**config.mk**
```make
export PLATFORM = sky130hd
export DESIGN_NAME = plcr_link_cap
export DESIGN_NICKNAME = d
export VERILOG_FILES = /design/src/hw/plcr_pkg.sv /design/src/hw/plcr_cfg_if.sv /design/src/hw/plcr_port_bank.sv /design/src/hw/plcr_link_cap.sv
export SDC_FILE = /design/constraint.sdc
export NUM_CORES = 1
export LEC_CHECK = 0
export ABC_AREA = 1
export BUFFER_PORTS_ARGS = -buffer_cell sky130_fd_sc_hd__buf_2
export CAP_MARGIN = 20
export CORE_ASPECT_RATIO = 0.7
export CORE_MARGIN = 1
export CORE_UTILIZATION = 40
export CTS_CLUSTER_DIAMETER = 30
export DETAILED_ROUTE_END_ITERATION = 10
export GPL_ROUTABILITY_DRIVEN = 0
export GPL_TIMING_DRIVEN = 0
export PLACE_DENSITY = 0.57
export SLEW_MARGIN = 30
export SYNTH_ARGS = -nofsm -noshare
export SYNTH_HDL_FRONTEND = slang
export SYNTH_HIERARCHICAL = 1
export SYNTH_SLANG_ARGS = --single-unit
```
**constraint.sdc**
```tcl
create_clock -name CLK_SYS -period 17.3 [get_ports CLK_SYS]
set_input_delay 0.865 -clock CLK_SYS [delete_from_list [all_inputs] [get_ports CLK_SYS]]
set_output_delay 0.865 -clock CLK_SYS [all_outputs]
set_load 0.05 [all_outputs]
```
**src/hw/plcr_pkg.sv**
```systemverilog
// plcr_pkg: constants for the link capabilities register bank
// assumes: nothing beyond standard SystemVerilog
package plcr_pkg;
  localparam logic [7:0] LINK_CAP_OFFSET   = 8'h78;
  localparam int         PORT_LO           = 24;
  localparam int         PORT_HI           = 31;
  localparam int         RSVD_LO           = 18;
  localparam int         RSVD_HI           = 23;
  localparam logic [2:0] DEEP_WAKE_CODE    = 3'h7;
  localparam logic [2:0] STANDBY_WAKE_CODE = 3'h7;
  localparam logic [1:0] ASPM_L0S_ONLY     = 2'h1;
  localparam logic [5:0] LANES_X1          = 6'h01;
  localparam logic [5:0] LANES_X4          = 6'h04;
  localparam logic [5:0] LANES_X8          = 6'h08;
  localparam logic [5:0] LANES_X16         = 6'h10;
  localparam logic [3:0] RATE_2G5          = 4'h1;
  localparam int         PORT_COUNT        = 8;
endpackage

```
**src/hw/plcr_cfg_if.sv**
```systemverilog
// plcr_cfg_if: configuration access carrier between decoder and bank
// assumes: one clock domain
`timescale 1ns/100ps
interface plcr_cfg_if;
  logic [2:0]  port_sel;
  logic        wr;
  logic [3:0]  be;
  logic [31:0] wdata;
  modport master (output port_sel, output wr, output be, output wdata);
  modport slave  (input port_sel, input wr, input be, input wdata);
endinterface

```
**src/hw/plcr_port_bank.sv**
```systemverilog
// plcr_port_bank: per-port write-once port index field
// assumes: decoder presents one-cycle write strobes with byte enables
`timescale 1ns/100ps
module plcr_port_bank (
  input  wire logic        clk,
  input  wire logic        rst,
  plcr_cfg_if.slave        cfg,
  output logic [63:0]      port_index_flat
);
  logic [7:0] written;
  genvar g;
  generate
    for (g = 0; g < plcr_pkg::PORT_COUNT; g++) begin : g_port
      // field written once, then frozen until reset
      always_ff @(posedge clk or posedge rst) begin
        if (rst) begin
          port_index_flat[g*8 +: 8] <= 8'(g);
          written[g]                <= 1'b0;
        end else if (cfg.wr && cfg.be[3] && cfg.port_sel == 3'(g) && !written[g]) begin
          port_index_flat[g*8 +: 8] <= cfg.wdata[plcr_pkg::PORT_HI:plcr_pkg::PORT_LO];
          written[g]                <= 1'b1;
        end
      end
    end
  endgenerate
endmodule

```
**src/hw/plcr_link_cap.sv**
```systemverilog
// plcr_link_cap: link capabilities register for each root port
// assumes: config access port gives port number, offset, strobes; one clock
//
// Contract
// - port index bits 31:24 write once, reset to the port's device number
// - deep sleep wake latency bits 17:15 fixed at 7h
// - standby wake latency bits 14:12 fixed at 7h
// - aspm support bits 11:10 read 01, L0s entry only
// - never start L0s on own transmit side; allow downstream to do so
// - max lane count bits 9:4 with x1/x4/x8/x16 codes
// - lane default per port: 0,1,3,5,7 x4; 2,6 x8; 4 x16
// - max signalling rate bits 3:0 read 0001, 2.5 Gb/s
// - merged link is controlled through lower-numbered port's registers
`timescale 1ns/100ps
module plcr_link_cap (
  input  wire logic        CLK_SYS,
  input  wire logic        SYS_RST,
  input  wire logic [2:0]  CFG_PORT,
  input  wire logic [7:0]  CFG_OFFSET,
  input  wire logic        CFG_RD,
  input  wire logic        CFG_WR,
  input  wire logic [3:0]  CFG_BE,
  input  wire logic [31:0] CFG_WDATA,
  input  wire logic [7:0]  MERGE_WITH_LOWER,
  output logic [31:0]      CFG_RDATA,
  output logic             CFG_RVALID,
  output logic             TX_STANDBY_ENTRY_EN
);
  localparam int IDX_W  = plcr_pkg::PORT_HI - plcr_pkg::PORT_LO + 1;
  localparam int RSVD_W = plcr_pkg::RSVD_HI - plcr_pkg::RSVD_LO + 1;
  localparam int LANE_W = 6;
  localparam int SEL_W  = 3;
  localparam int NPORT  = plcr_pkg::PORT_COUNT;

  plcr_cfg_if              cfg ();
  logic [NPORT*IDX_W-1:0]  port_index_flat;
  logic [SEL_W-1:0]        eff_port;
  logic [NPORT*SEL_W-1:0]  owner_flat;
  logic [NPORT-1:0]        merge_s1;
  logic [NPORT-1:0]        merge_s2;
  logic [NPORT-1:0]        merge_s3;
  logic [NPORT-1:0]        merge_q;
  logic [NPORT*LANE_W-1:0] lanes_flat;
  logic                    cap_hit_rd;
  logic                    cap_hit_wr;
  logic [IDX_W-1:0]        port_index_field;
  logic [RSVD_W-1:0]       rsvd_field;
  logic [2:0]              deep_sleep_wake_latency;
  logic [2:0]              standby_wake_latency;
  logic [1:0]              aspm_support_level;
  logic [LANE_W-1:0]       max_lane_count;
  logic [3:0]              max_signalling_rate;
  logic [31:0]             next_rdata;
  genvar                   m;
  genvar                   l;
  genvar                   o;

  ////////////////////////////////////////////////////////////////////////
  // lane count default per port instance
  function automatic logic [5:0] lanes_for(input logic [2:0] p);
    case (p)
      3'h0:    lanes_for = plcr_pkg::LANES_X4;
      3'h1:    lanes_for = plcr_pkg::LANES_X4;
      3'h2:    lanes_for = plcr_pkg::LANES_X8;
      3'h3:    lanes_for = plcr_pkg::LANES_X4;
      3'h4:    lanes_for = plcr_pkg::LANES_X16;
      3'h5:    lanes_for = plcr_pkg::LANES_X4;
      3'h6:    lanes_for = plcr_pkg::LANES_X8;
      3'h7:    lanes_for = plcr_pkg::LANES_X4;
      default: lanes_for = plcr_pkg::LANES_X4;
    endcase
  endfunction

  // true when an access addresses this register
  function automatic logic is_cap_offset(input logic [7:0] off);
    is_cap_offset = (off == plcr_pkg::LINK_CAP_OFFSET);
  endfunction

  // follow merges downward until an unmerged port or port 0 owns the link
  function automatic logic [2:0] route_port(input logic [2:0] p, input logic [7:0] merged);
    route_port = p;
    for (int i = 0; i < plcr_pkg::PORT_COUNT - 1; i++) begin
      if (merged[route_port] && route_port != 3'h0) begin
        route_port = route_port - 3'h1;
      end
    end
  endfunction

  ////////////////////////////////////////////////////////////////////////
  // merge straps come from pins: three stages, taken once two and three agree
  generate
    for (m = 0; m < NPORT; m++) begin : g_merge
      always_ff @(posedge CLK_SYS or posedge SYS_RST) begin
        if (SYS_RST) begin
          merge_s1[m] <= 1'b0;
          merge_s2[m] <= 1'b0;
          merge_s3[m] <= 1'b0;
        end else begin
          merge_s1[m] <= MERGE_WITH_LOWER[m];
          merge_s2[m] <= merge_s1[m];
          merge_s3[m] <= merge_s2[m];
        end
      end

      always_ff @(posedge CLK_SYS or posedge SYS_RST) begin
        if (SYS_RST) begin
          merge_q[m] <= 1'b0;
        end else if (merge_s2[m] == merge_s3[m]) begin
          merge_q[m] <= merge_s3[m];
        end
      end
    end
  endgenerate

  ////////////////////////////////////////////////////////////////////////
  // lane defaults and owning port laid out per port
  generate
    for (l = 0; l < NPORT; l++) begin : g_lanes
      assign lanes_flat[l*LANE_W +: LANE_W] = lanes_for(SEL_W'(l));
    end
  endgenerate

  generate
    for (o = 0; o < NPORT; o++) begin : g_owner
      assign owner_flat[o*SEL_W +: SEL_W] = route_port(SEL_W'(o), merge_q);
    end
  endgenerate

  ////////////////////////////////////////////////////////////////////////
  // request decode and routing
  assign eff_port   = owner_flat[CFG_PORT*SEL_W +: SEL_W];
  assign cap_hit_rd = CFG_RD && is_cap_offset(CFG_OFFSET);
  assign cap_hit_wr = CFG_WR && is_cap_offset(CFG_OFFSET);

  assign cfg.port_sel = eff_port;
  assign cfg.wr       = cap_hit_wr;
  assign cfg.be       = CFG_BE;
  assign cfg.wdata    = CFG_WDATA;

  plcr_port_bank u_bank (
    .clk             (CLK_SYS),
    .rst             (SYS_RST),
    .cfg             (cfg),
    .port_index_flat (port_index_flat)
  );

  ////////////////////////////////////////////////////////////////////////
  // field views of the addressed port
  always_comb begin
    port_index_field        = port_index_flat[eff_port*IDX_W +: IDX_W];
    rsvd_field              = '0;
    deep_sleep_wake_latency = plcr_pkg::DEEP_WAKE_CODE;
    standby_wake_latency    = plcr_pkg::STANDBY_WAKE_CODE;
    aspm_support_level      = plcr_pkg::ASPM_L0S_ONLY;
    max_lane_count          = lanes_flat[eff_port*LANE_W +: LANE_W];
    max_signalling_rate     = plcr_pkg::RATE_2G5;
  end

  ////////////////////////////////////////////////////////////////////////
  // read word; other offsets read zero
  always_comb begin
    next_rdata = 32'h0000_0000;
    if (cap_hit_rd) begin
      next_rdata = {port_index_field,
                    rsvd_field,
                    deep_sleep_wake_latency,
                    standby_wake_latency,
                    aspm_support_level,
                    max_lane_count,
                    max_signalling_rate};
    end
  end

  ////////////////////////////////////////////////////////////////////////
  // read data holds until the next read
  always_ff @(posedge CLK_SYS or posedge SYS_RST) begin
    if (SYS_RST) begin
      CFG_RDATA <= 32'h0000_0000;
    end else if (CFG_RD) begin
      CFG_RDATA <= next_rdata;
    end
  end

  // one answer pulse per read request
  always_ff @(posedge CLK_SYS or posedge SYS_RST) begin
    if (SYS_RST) begin
      CFG_RVALID <= 1'b0;
    end else begin
      CFG_RVALID <= CFG_RD;
    end
  end

  ////////////////////////////////////////////////////////////////////////
  // own transmitter never requests standby; receive side is unaffected
  always_ff @(posedge CLK_SYS or posedge SYS_RST) begin
    if (SYS_RST) begin
      TX_STANDBY_ENTRY_EN <= 1'b0;
    end else begin
      TX_STANDBY_ENTRY_EN <= 1'b0;
    end
  end
endmodule

```
Word-level counts from Yosys, hierarchy flattened

Cells that the tools add are included.

Order comparisons: 42
Mux-type cells: 134
Eq/ne operators: 16
Reductions and logical operators: 112
$mul: 2
$add $sub $neg: 42
Shift operators: 3

Operator list:

| operator                  | count |
|---|---|
| $lt A3 B4 Y1 const B      | 41 |
| $mux W3                   | 43 |
| $bmux W1 S3               | 42 |
| $reduce_bool A3 Y1        | 42 |
| $sub A3 B1 Y3 const B     | 41 |
| $shiftx A64 B7 Y8         | 1 |
| $logic_and A1 B1 Y1       | 61 |
| $shiftx A48 B7 Y6 const A | 1 |
| $mux W1                   | 46 |
| $mux W32                  | 1 |
| $shiftx A24 B6 Y3         | 1 |
| $eq A3 B3 Y1 const B      | 4 |
| $mul A3 B2 Y5 const B     | 2 |
| $eq A1 B1 Y1              | 8 |
| $eq A8 B7 Y1 const B      | 1 |
| $logic_not A1 Y1          | 8 |
| $eq A3 B2 Y1 const B      | 2 |
| $lt A1 B4 Y1 const B      | 1 |
| $mux W2                   | 2 |
| $eq A3 B1 Y1 const B      | 1 |
| $logic_not A3 Y1          | 1 |
| $sub A1 B1 Y2 const B     | 1 |

Logic and storage cells: 401
Input port bits: 59
Output and inout port bits: 34
Register bits: 137

Longest topological paths before layout

Gate-level depths: netlist (run 1).

Word-level depth: 29
Depth in mapped cells: 49
Mapped depth without buffers: 45

Cells and area by module

Netlist (run 1), hierarchy kept.

Modules (own cells, without submodules):

| module         | seq. area each (µm²) | cells each | area each (µm²) | instances |
|---|---|---|---|---|
| plcr_link_cap  | 1126.1               | 825        | 5353.9          | 1 |
| plcr_port_bank | 1816.7               | 326        | 2994.1          | 1 |

Least setup slack after synthesis (run 1)

Ideal clock, no wire load.

Path kind: register to register
Start point: register merge_q[6]
End point: register u_bank.port_index_flat[41]
Library setup time: 0.117 ns
Period minus slack after synthesis: 5.902 ns
Path slack: 11.398 ns
Arrival: 5.785 ns
Path buffers: 4
Required time: 17.183 ns
Cell stages (with the launch flop): 44
Cell sequence: dfrtp_1 > buf_4 > inv_2 > clkbuf_1 > ha_1 > inv_1 > nand2_1 > nand3_2 > nand2_1 > fa_1 > buf_2 > nor2_1 > a21oi_1 > nand2_2 > nand2_4 > nand2_4 > nand2_2 > nand2_2 > [8 not listed] > nand3_2 > nand2_2 > ha_1 > nor2_1 > nand3_1 > nand2_1 > nand3_1 > nand2_1 > nand2_1 > nand2_1 > nand2_2 > inv_1 > buf_4 > inv_2 > nor2_2 > nand3_4 > nand2_1 > nand2_1

Longest elaborated chain between the ends: 29
Elaborated cells between the ends (all ways): 245
Classes of those cells: add/sub (36); eq/ne (1); shift (1); mux (127); reduce/logical (80)

Ends and longest elaborated chain:

| item                               | RTL line             | RTL |
|---|---|---|
| from (decl)                        | plcr_link_cap.sv:42  | `logic [NPORT-1:0] merge_q;` |
| from (signal, indexed assignment)  | plcr_link_cap.sv:109 | `merge_q[m] <= merge_s3[m];` |
| $mux W2                            | plcr_link_cap.sv:83  | `if (merged[route_port] && route_port != 3'h0) begin` |
| $bmux W1 S3                        | plcr_link_cap.sv:83  |  |
| $mux W1 (not written as such)      | plcr_link_cap.sv:83  |  |
| $logic_and A1 B1 Y1                | plcr_link_cap.sv:83  |  |
| $mux W3                            | plcr_link_cap.sv:83  |  |
| $bmux W1 S3                        | plcr_link_cap.sv:83  |  |
| $mux W1 (not written as such)      | plcr_link_cap.sv:83  |  |
| $logic_and A1 B1 Y1                | plcr_link_cap.sv:83  |  |
| [13 not listed]                    | n/a                  |  |
| $bmux W1 S3                        | plcr_link_cap.sv:83  |  |
| $mux W1 (not written as such)      | plcr_link_cap.sv:83  |  |
| $logic_and A1 B1 Y1                | plcr_link_cap.sv:83  |  |
| $mux W3                            | plcr_link_cap.sv:83  |  |
| $shiftx A24 B6 Y3 *                | plcr_link_cap.sv:131 | `assign eff_port = owner_flat[CFG_PORT*SEL_W +: SEL_W];` |
| net cfg.port_sel[2]                | plcr_cfg_if.sv:5     | `logic [2:0] port_sel;` |
| $eq A3 B3 Y1 *                     | plcr_port_bank.sv:19 | `end else if (cfg.wr && cfg.be[3] && cfg.port_sel == 3'(g) && !written[g]) begin` |
| $logic_and A1 B1 Y1 * (2 in a row) | plcr_port_bank.sv:19 |  |
| to (signal, indexed assignment)    | plcr_port_bank.sv:17 | `port_index_flat[g*8 +: 8] <= 8'(g);` |
| to (signal, indexed assignment)    | plcr_port_bank.sv:20 | `port_index_flat[g*8 +: 8] <= cfg.wdata[plcr_pkg::PORT_HI:plcr_pkg::PORT_LO];` |
| to (decl)                          | plcr_port_bank.sv:8  | `output logic [63:0] port_index_flat` |

Mark *: on every way through the listed nets, which the timed path passes. The rest lies on a longest branch. The select of a mux whose other input is x is not followed.
A chain may end at the register's enable or synchronous reset.

Worst setup path after layout (run 1)

Start point: register merge_q[6]
End point: register u_bank.port_index_flat[46]

Same word-level chain as after synthesis.

==> flow_summary_export.csv, run 1 <==
group,metric,value,unit
outcome,status,"finished clean",
power,power.switching,658,uW
finish,diodes,0,
placement,portBuffers,42,
worst_setup_path,reg2reg_depth,43,
global_route,grt_pass1_vias,7013,
logic_synthesis,synth_edf_count,0,
routing,wl_per_cell,16.1,microns
die,dieWidth,175,microns
cts,numCtsBuffers,17,
logic_synthesis,yosysUniqueCellTypes,48,
worst_setup_path,worstReg2RegStart,"merge_q[6]",
logic_synthesis,syn-cell-area,8350,sq um
global_route,antenna_found_initial,0,
timing,drv_slew,0,
routing,routed_wl,24.3,mm
worst_setup_path,cpPeakStageDelay,0.51,ns
placement,dp_hpwl,17.9,mm
die,core,20100,sq um
worst_setup_path,cp.arrival,7.54,ns
worst_setup_path,startpoint,"merge_q[6]",
cts,cts.reportedPaths.clkPinSlew,0.06,ns
die,dieArea,21500,sq um
logic_synthesis,synthSimpleGateAreaFrac,39.3,%
power,power.density,145,nW/um^2
die,ioPinCount,93,
routing,drcViolationCount,0,
power,p_seq_share,20.3,%
worst_setup_path,slowest_stage,"fa_1",
power,leakage,0.00502,uW
cts,postCtsSetupBuffers,0,
cts,cts.sinks,117,
power,p_comb_share,54.3,%
timing,fin_crit_sh,41.8,%
logic_synthesis,synth_seq_area_share,35.3,%
logic_synthesis,synthFlopType,"dfrtp_1",
logic_synthesis,synthXorXnorAreaFrac,1.12,%
die,initial_core_util,41.5,%
power,power.internal,730,uW
cts,cts_tree,"done",
worst_setup_path,cp_common_cell,"nand2_1",
worst_setup_path,critical_path_class,"flop to flop",
timing,tightest_slew,0.739,ns
logic_synthesis,synth.ff_latch_count,117,
worst_setup_path,endpoint_kind,"flop",
routing,final_antenna_net_count,0,
timing,tns,0,ns
worst_setup_path,critPathLaunchType,"flop",
cts,clock_path_buffers,2,
placement,post-place-ws,10.15,ns
cts,worstSkewPairLatency,0.42,ns
finish,fillers,2077,
power,ir_worst_vdd,0.0948,mV
logic_synthesis,yosysWarningCount,6,
logic_synthesis,synthMuxAreaShare,0,%
worst_setup_path,r2r-end,"u_bank/port_index_flat[46]",
global_route,overflow,0,
logic_synthesis,synthCells,1151,
worst_setup_path,crit_end,"u_bank/port_index_flat[46]",
die,dieHeight,123,microns
power,p_clk_share,25.4,%
worst_setup_path,critPathMaxFanout,11,
power,switching_share,47.4,%
cts,cts_resized,0,
die,rows,43,
timing,fin_crit,7.24,ns
finish,fin_nets,1324,
global_route,grt_max_degree,46,
timing,skew,0.00893,ns
logic_synthesis,synth-compound-area-share,7.33,%
cts,cts-root-buf,"clkbuf_16",
logic_synthesis,syn_avg_cell_area,7.25,sq um
global_route,grt_first_pass_wirelength,38.8,mm
global_route,gr-usage-all-layers,23.9,%
routing,vias,7744,
flow_run,cap_violations,0,
timing,fmax,138,MHz
routing,first_iter_violations,716,
timing,max_slew_margin,50.6,%
routing,post_drt_via_cell_ratio,5.13,
logic_synthesis,synth_top_family_by_area,"simple AND/OR/NAND/NOR gates",
worst_setup_path,cp.required,17.60,ns
timing,rsz0062_at_grt,"false",
cts,ctsHoldBuffers,0,
logic_synthesis,synth_async_sr_flop_share,100,%
finish,syn_to_final_growth,14.9,%
routing,firstDrtPassIters,5,
logic_synthesis,synth-adder-area-share,6.68,%
min_path,min_path_type,"flop to flop",
timing,hold_viol,0,
timing,fin_hold_ws,0.349,ns
cts,htree_levels,4,
finish,postLayoutCoreUtil,47.7,%
timing,fin_ws,10.06,ns
finish,layout-drive-gt1-share,19.6,%
worst_setup_path,rrSetupSlack,10.06,ns
timing,setup_viol,0,
-- power by group through the flow --
| stage | clock network, uW | logic [uW] | registers [uW] |
|---|---|---|---|
| 6_report | 353 | 753 | 281 |
| 5_1_grt | 373 | 845 | 282 |
| 3_5_place_dp | 0 | 740 | 286 |
| 4_1_cts | 362 | 744 | 281 |
| 3_3_place_gp | 0 | 730 | 286 |
| 2_1_floorplan | 0 | 588 | 286 |
-- sequential cells by signal (all words and copies together) (netlist names) --
signal,cells
u_bank/port_index_flat,64
CFG_RDATA,12
merge_q,8
merge_s1,8
merge_s2,8
merge_s3,8
u_bank/written,8
CFG_RVALID,1
-- cells in the mapped netlist, types with 12 or more instances --
cell type	count	share of area, %
clkbuf_1	13	0.58
buf_4	33	3.0
a21oi_1	22	1.3
nand2_4	13	1.8
nor2_1	55	2.5
o211ai_1	12	1.1
inv_1	95	4.3
o21ai_0	34	2.0
nand2_2	24	1.8
nand4_1	23	1.7
ha_1	35	5.2
inv_2	20	0.90
nand2_1	360	16
nand3_1	176	11
dfstp_2	12	3.8
dfrtp_1	105	31
-- worst max-delay path, delay by kind of cell (launching register included) --
kind / cells / cell delay [ns]
simple gates: 29 / 3.37
buf+inv: 8 / 1.63
compound gates: 1 / 0.15
flops: 1 / 0.40
fa+ha+maj: 5 / 1.54
-- cells by family after synthesis --
logic type / Yosys count
fa+ha+maj: 45
compound gates: 101
xor+xnor: 9
other cells: 2
simple gates: 698
flops: 117
buf+inv: 179
-- per-stage QoR --
step / instance area (sq um) / cells / total power, uW
final: 9590 / 1511 / 1390
after global routing: 9590 / 1511 / 1500
after CTS: 9590 / 1511 / 1390
after detailed placement: 9000 / 1479 / 1030
after global placement: 8950 / 1477 / 1020
after floorplan: 8400 / 1165 / 874
-- worst min path at each step --
| stage | startpoint | to | depth (start not counted) |
|---|---|---|---|
| finish | merge_s1[6] | merge_s2[6] | 0 |
| global route | merge_s1[4] | merge_s2[4] | 0 |
| CTS | merge_s1[6] | merge_s2[6] | 0 |
| detailed placement | merge_s1[6] | merge_s2[6] | 0 |
| global placement | merge_s1[0] | merge_s2[0] | 0 |
| floorplan | merge_s1[0] | merge_s2[0] | 0 |
-- final cells by class --
cell class	count	area (sq um)	area share [%]
Multi-Input combinational cell	869	4600	48.0
Sequential cell	117	2940	30.7
Clock buffer	19	453	4.72
Inverter	116	443	4.62
Buffer	63	419	4.37
Tap cell	270	338	3.52
Timing Repair Buffer	44	258	2.69
Clock inverter	13	136	1.42
-- metal layers --
metal,vias to the layer above,share of wire (%),track usage [%]
met5,-,0,0
li1,3856,-,-
met4,0,0.86,5.60
met2,294,38,31.3
met1,3577,52,37.2
met3,17,9.3,6.91
-- placed cells by master (no fill, tap or decap), types with 7 or more instances in the layout --
cell / Yosys / routed
ha_1: 35 / 35
dfstp_2: 12 / 12
nand4_1: 23 / 23
inv_2: 20 / 20
a21oi_1: 22 / 22
clkbuf_16: 0 / 17
o21ai_0: 34 / 34
buf_4: 33 / 33
o21ai_2: 7 / 7
dfrtp_1: 105 / 105
nand2_4: 13 / 13
conb_1: 2 / 16
clkbuf_1: 13 / 13
nand2_1: 360 / 360
nand3_1: 176 / 176
nand3b_1: 8 / 8
o211ai_1: 12 / 12
nor2_1: 55 / 55
o21ai_1: 10 / 10
nand3_2: 11 / 11
inv_1: 95 / 93
nor2_2: 11 / 11
inv_6: 0 / 8
nand2_2: 24 / 24
maj3_1: 8 / 8
buf_2: 10 / 52
Power figures use the tool's default switching activity.
==> run 2: changes to the inputs <==
clock period = 7 ns   (was 17.3 ns; I/O delays follow)
==> flow_summary_export.csv, run 2 (synthesis results as in run 1) <==
group,metric,value,unit
cts,cts-root-buf,"clkbuf_16",
die,dieHeight,123,microns
power,ir_worst_vdd,0.235,mV
flow_run,cap_violations,0,
die,dieArea,21500,sq um
worst_setup_path,rrSetupSlack,0.58,ns
min_path,min_to,"merge_s1[6]",
routing,final_antenna_net_count,0,
finish,most-common-layout-cells,"nand2_1, nand3_1, dfrtp_1, inv_1, nor2_1",
finish,diodes,0,
worst_setup_path,cp_common_cell,"nand2_1",
routing,wl_per_cell,16.1,microns
worst_setup_path,startpoint,"merge_q[6]",
cts,clock_path_buffers,2,
routing,first_iter_violations,715,
die,dieWidth,175,microns
cts,worstSkewPairLatency,0.42,ns
finish,postLayoutCoreUtil,48.2,%
finish,syn_to_final_growth,16.2,%
finish,regMostFlops,"u_bank/port_index_flat",
finish,largest_registers,"u_bank/port_index_flat: 64 flops, CFG_RDATA: 12 flops",
finish,regArea,2940,sq um
finish,layout_commonest_cell,"nand2_1",
worst_setup_path,cp.required,7.30,ns
finish,multi_input_area,4650,sq um
global_route,overflow,0,
cts,cts_tree,"done",
power,leakage,0.00506,uW
min_path,worstHoldStart,"MERGE_WITH_LOWER[6]",
min_path,min_path_type,"input port to flop",
die,core,20100,sq um
timing,tightest_slew,0.733,ns
worst_setup_path,critical_path_class,"flop to flop",
timing,fin_crit_sh,91.8,%
timing,hold_viol,0,
routing,firstDrtPassIters,5,
finish,layout-drive-gt1-share,20.1,%
routing,routed_wl,24.5,mm
timing,fmax,156,MHz
routing,drcViolationCount,0,
cts,numCtsBuffers,17,
global_route,grt_first_pass_wirelength,38.8,mm
finish,fillers,2061,
timing,max_slew_margin,50.9,%
worst_setup_path,critPathLaunchType,"flop",
global_route,grt_pass1_vias,7010,
outcome,status,"finished clean",
die,initial_core_util,41.5,%
global_route,grt_max_degree,46,
die,rows,43,
timing,rsz0062_at_grt,"false",
worst_setup_path,reg2reg_depth,40,
cts,htree_levels,4,
global_route,antenna_found_initial,0,
cts,cts.reportedPaths.clkPinSlew,0.06,ns
worst_setup_path,worstReg2RegStart,"merge_q[6]",
cts,cts.sinks,117,
min_path,min_path_cells,1,
worst_setup_path,cp.arrival,6.73,ns
power,power.density,355,nW/um^2
placement,portBuffers,42,
worst_setup_path,cpPeakStageDelay,0.51,ns
die,ioPinCount,93,
finish,largest_reg_flops,64,
timing,setup_viol,0,
global_route,gr-usage-all-layers,23.9,%
timing,tns,0,ns
worst_setup_path,endpoint_kind,"flop",
worst_setup_path,slowest_stage,"fa_1",
timing,drv_slew,0,
timing,fin_hold_ws,0.0264,ns
routing,vias,7813,
routing,post_drt_via_cell_ratio,5.15,
worst_setup_path,r2r-end,"u_bank/port_index_flat[21]",
finish,fin_nets,1330,
timing,fin_crit,6.42,ns
timing,skew,0.00924,ns
placement,dp_hpwl,17.9,mm
worst_setup_path,critPathMaxFanout,13,
## run 2: cell types whose count changed in the layout (fill, tap and decap cells not counted), sizes merged
cell | previous run | this run
buf | 93 | 98
dlygate4sd3 | 0 | 1
## run 2: what timing repair did
| item | in CTS | in global routing |
|---|---|---|
| resized for setup | 0 | 13 |
| setup endpoints to repair | 55 | 72 |
| pin swaps | 0 | 3 |
| hold buffers | 1 | 0 |
| hold endpoints to repair | 35 | 0 |
| buffers inserted | 0 | 6 |
## run 2: per-layer routing
metal  routed length (microns)  up-vias  track usage, %
li1                          -     3876               -
met1                     12500     3595            37.3
met2                      9190      323            31.3
met3                      2500       19            6.91
met4                       240        0            5.60
met5                         0        -               0
## run 2: critical path, delay by kind of cell (launching register included)
kind                       cells  cell delay, ns
and+or+nand+nor               29            3.45
adders and majority gates      5            1.47
buffers and inverters          4            0.75
DFF                            1            0.38
AOI/OAI and AO/OA              2            0.25
## run 2: layout make-up
| type | instances | share of cell area, % |
|---|---|---|
| flip-flops and latches | 117 | 30.3 |
| plain buffers | 62 | 4.35 |
| inverters | 116 | 4.59 |
| clock inverters | 13 | 1.41 |
| clock buffers | 19 | 4.67 |
| repair buffers | 51 | 3.22 |
| well taps | 270 | 3.48 |
| multi-input cells | 869 | 48.0 |
## run 2: worst max path at each step
stage                                  to  slack, ns  depth (start not counted)
3_5_place_dp   u_bank/port_index_flat[46]      -0.15                         43
2_1_floorplan  u_bank/port_index_flat[41]       1.10                         43
5_1_grt        u_bank/port_index_flat[46]       0.04                         43
3_3_place_gp   u_bank/port_index_flat[44]      -0.09                         43
6_report       u_bank/port_index_flat[21]       0.58                         40
4_1_cts        u_bank/port_index_flat[46]       0.21                         42
## run 2: through the flow
stage                     worst slack [ns]  total power (uW)  std cells  area [sq um]
after floorplan                       1.10              2160       1165          8400
after global placement             -0.0897              2510       1477          8950
after detailed placement            -0.148              2540       1479          9000
after CTS                            0.206              3430       1511          9600
after global routing                0.0403              3720       1517          9700
final                                0.576              3440       1517          9700
## run 2: where the power goes
group | total [uW] | switching [uW] | internal (uW)
sequential | 696 | 6.62 | 689
clock | 872 | 353 | 519
combinational | 1870 | 1270 | 600
total | 3440 | 1630 | 1810
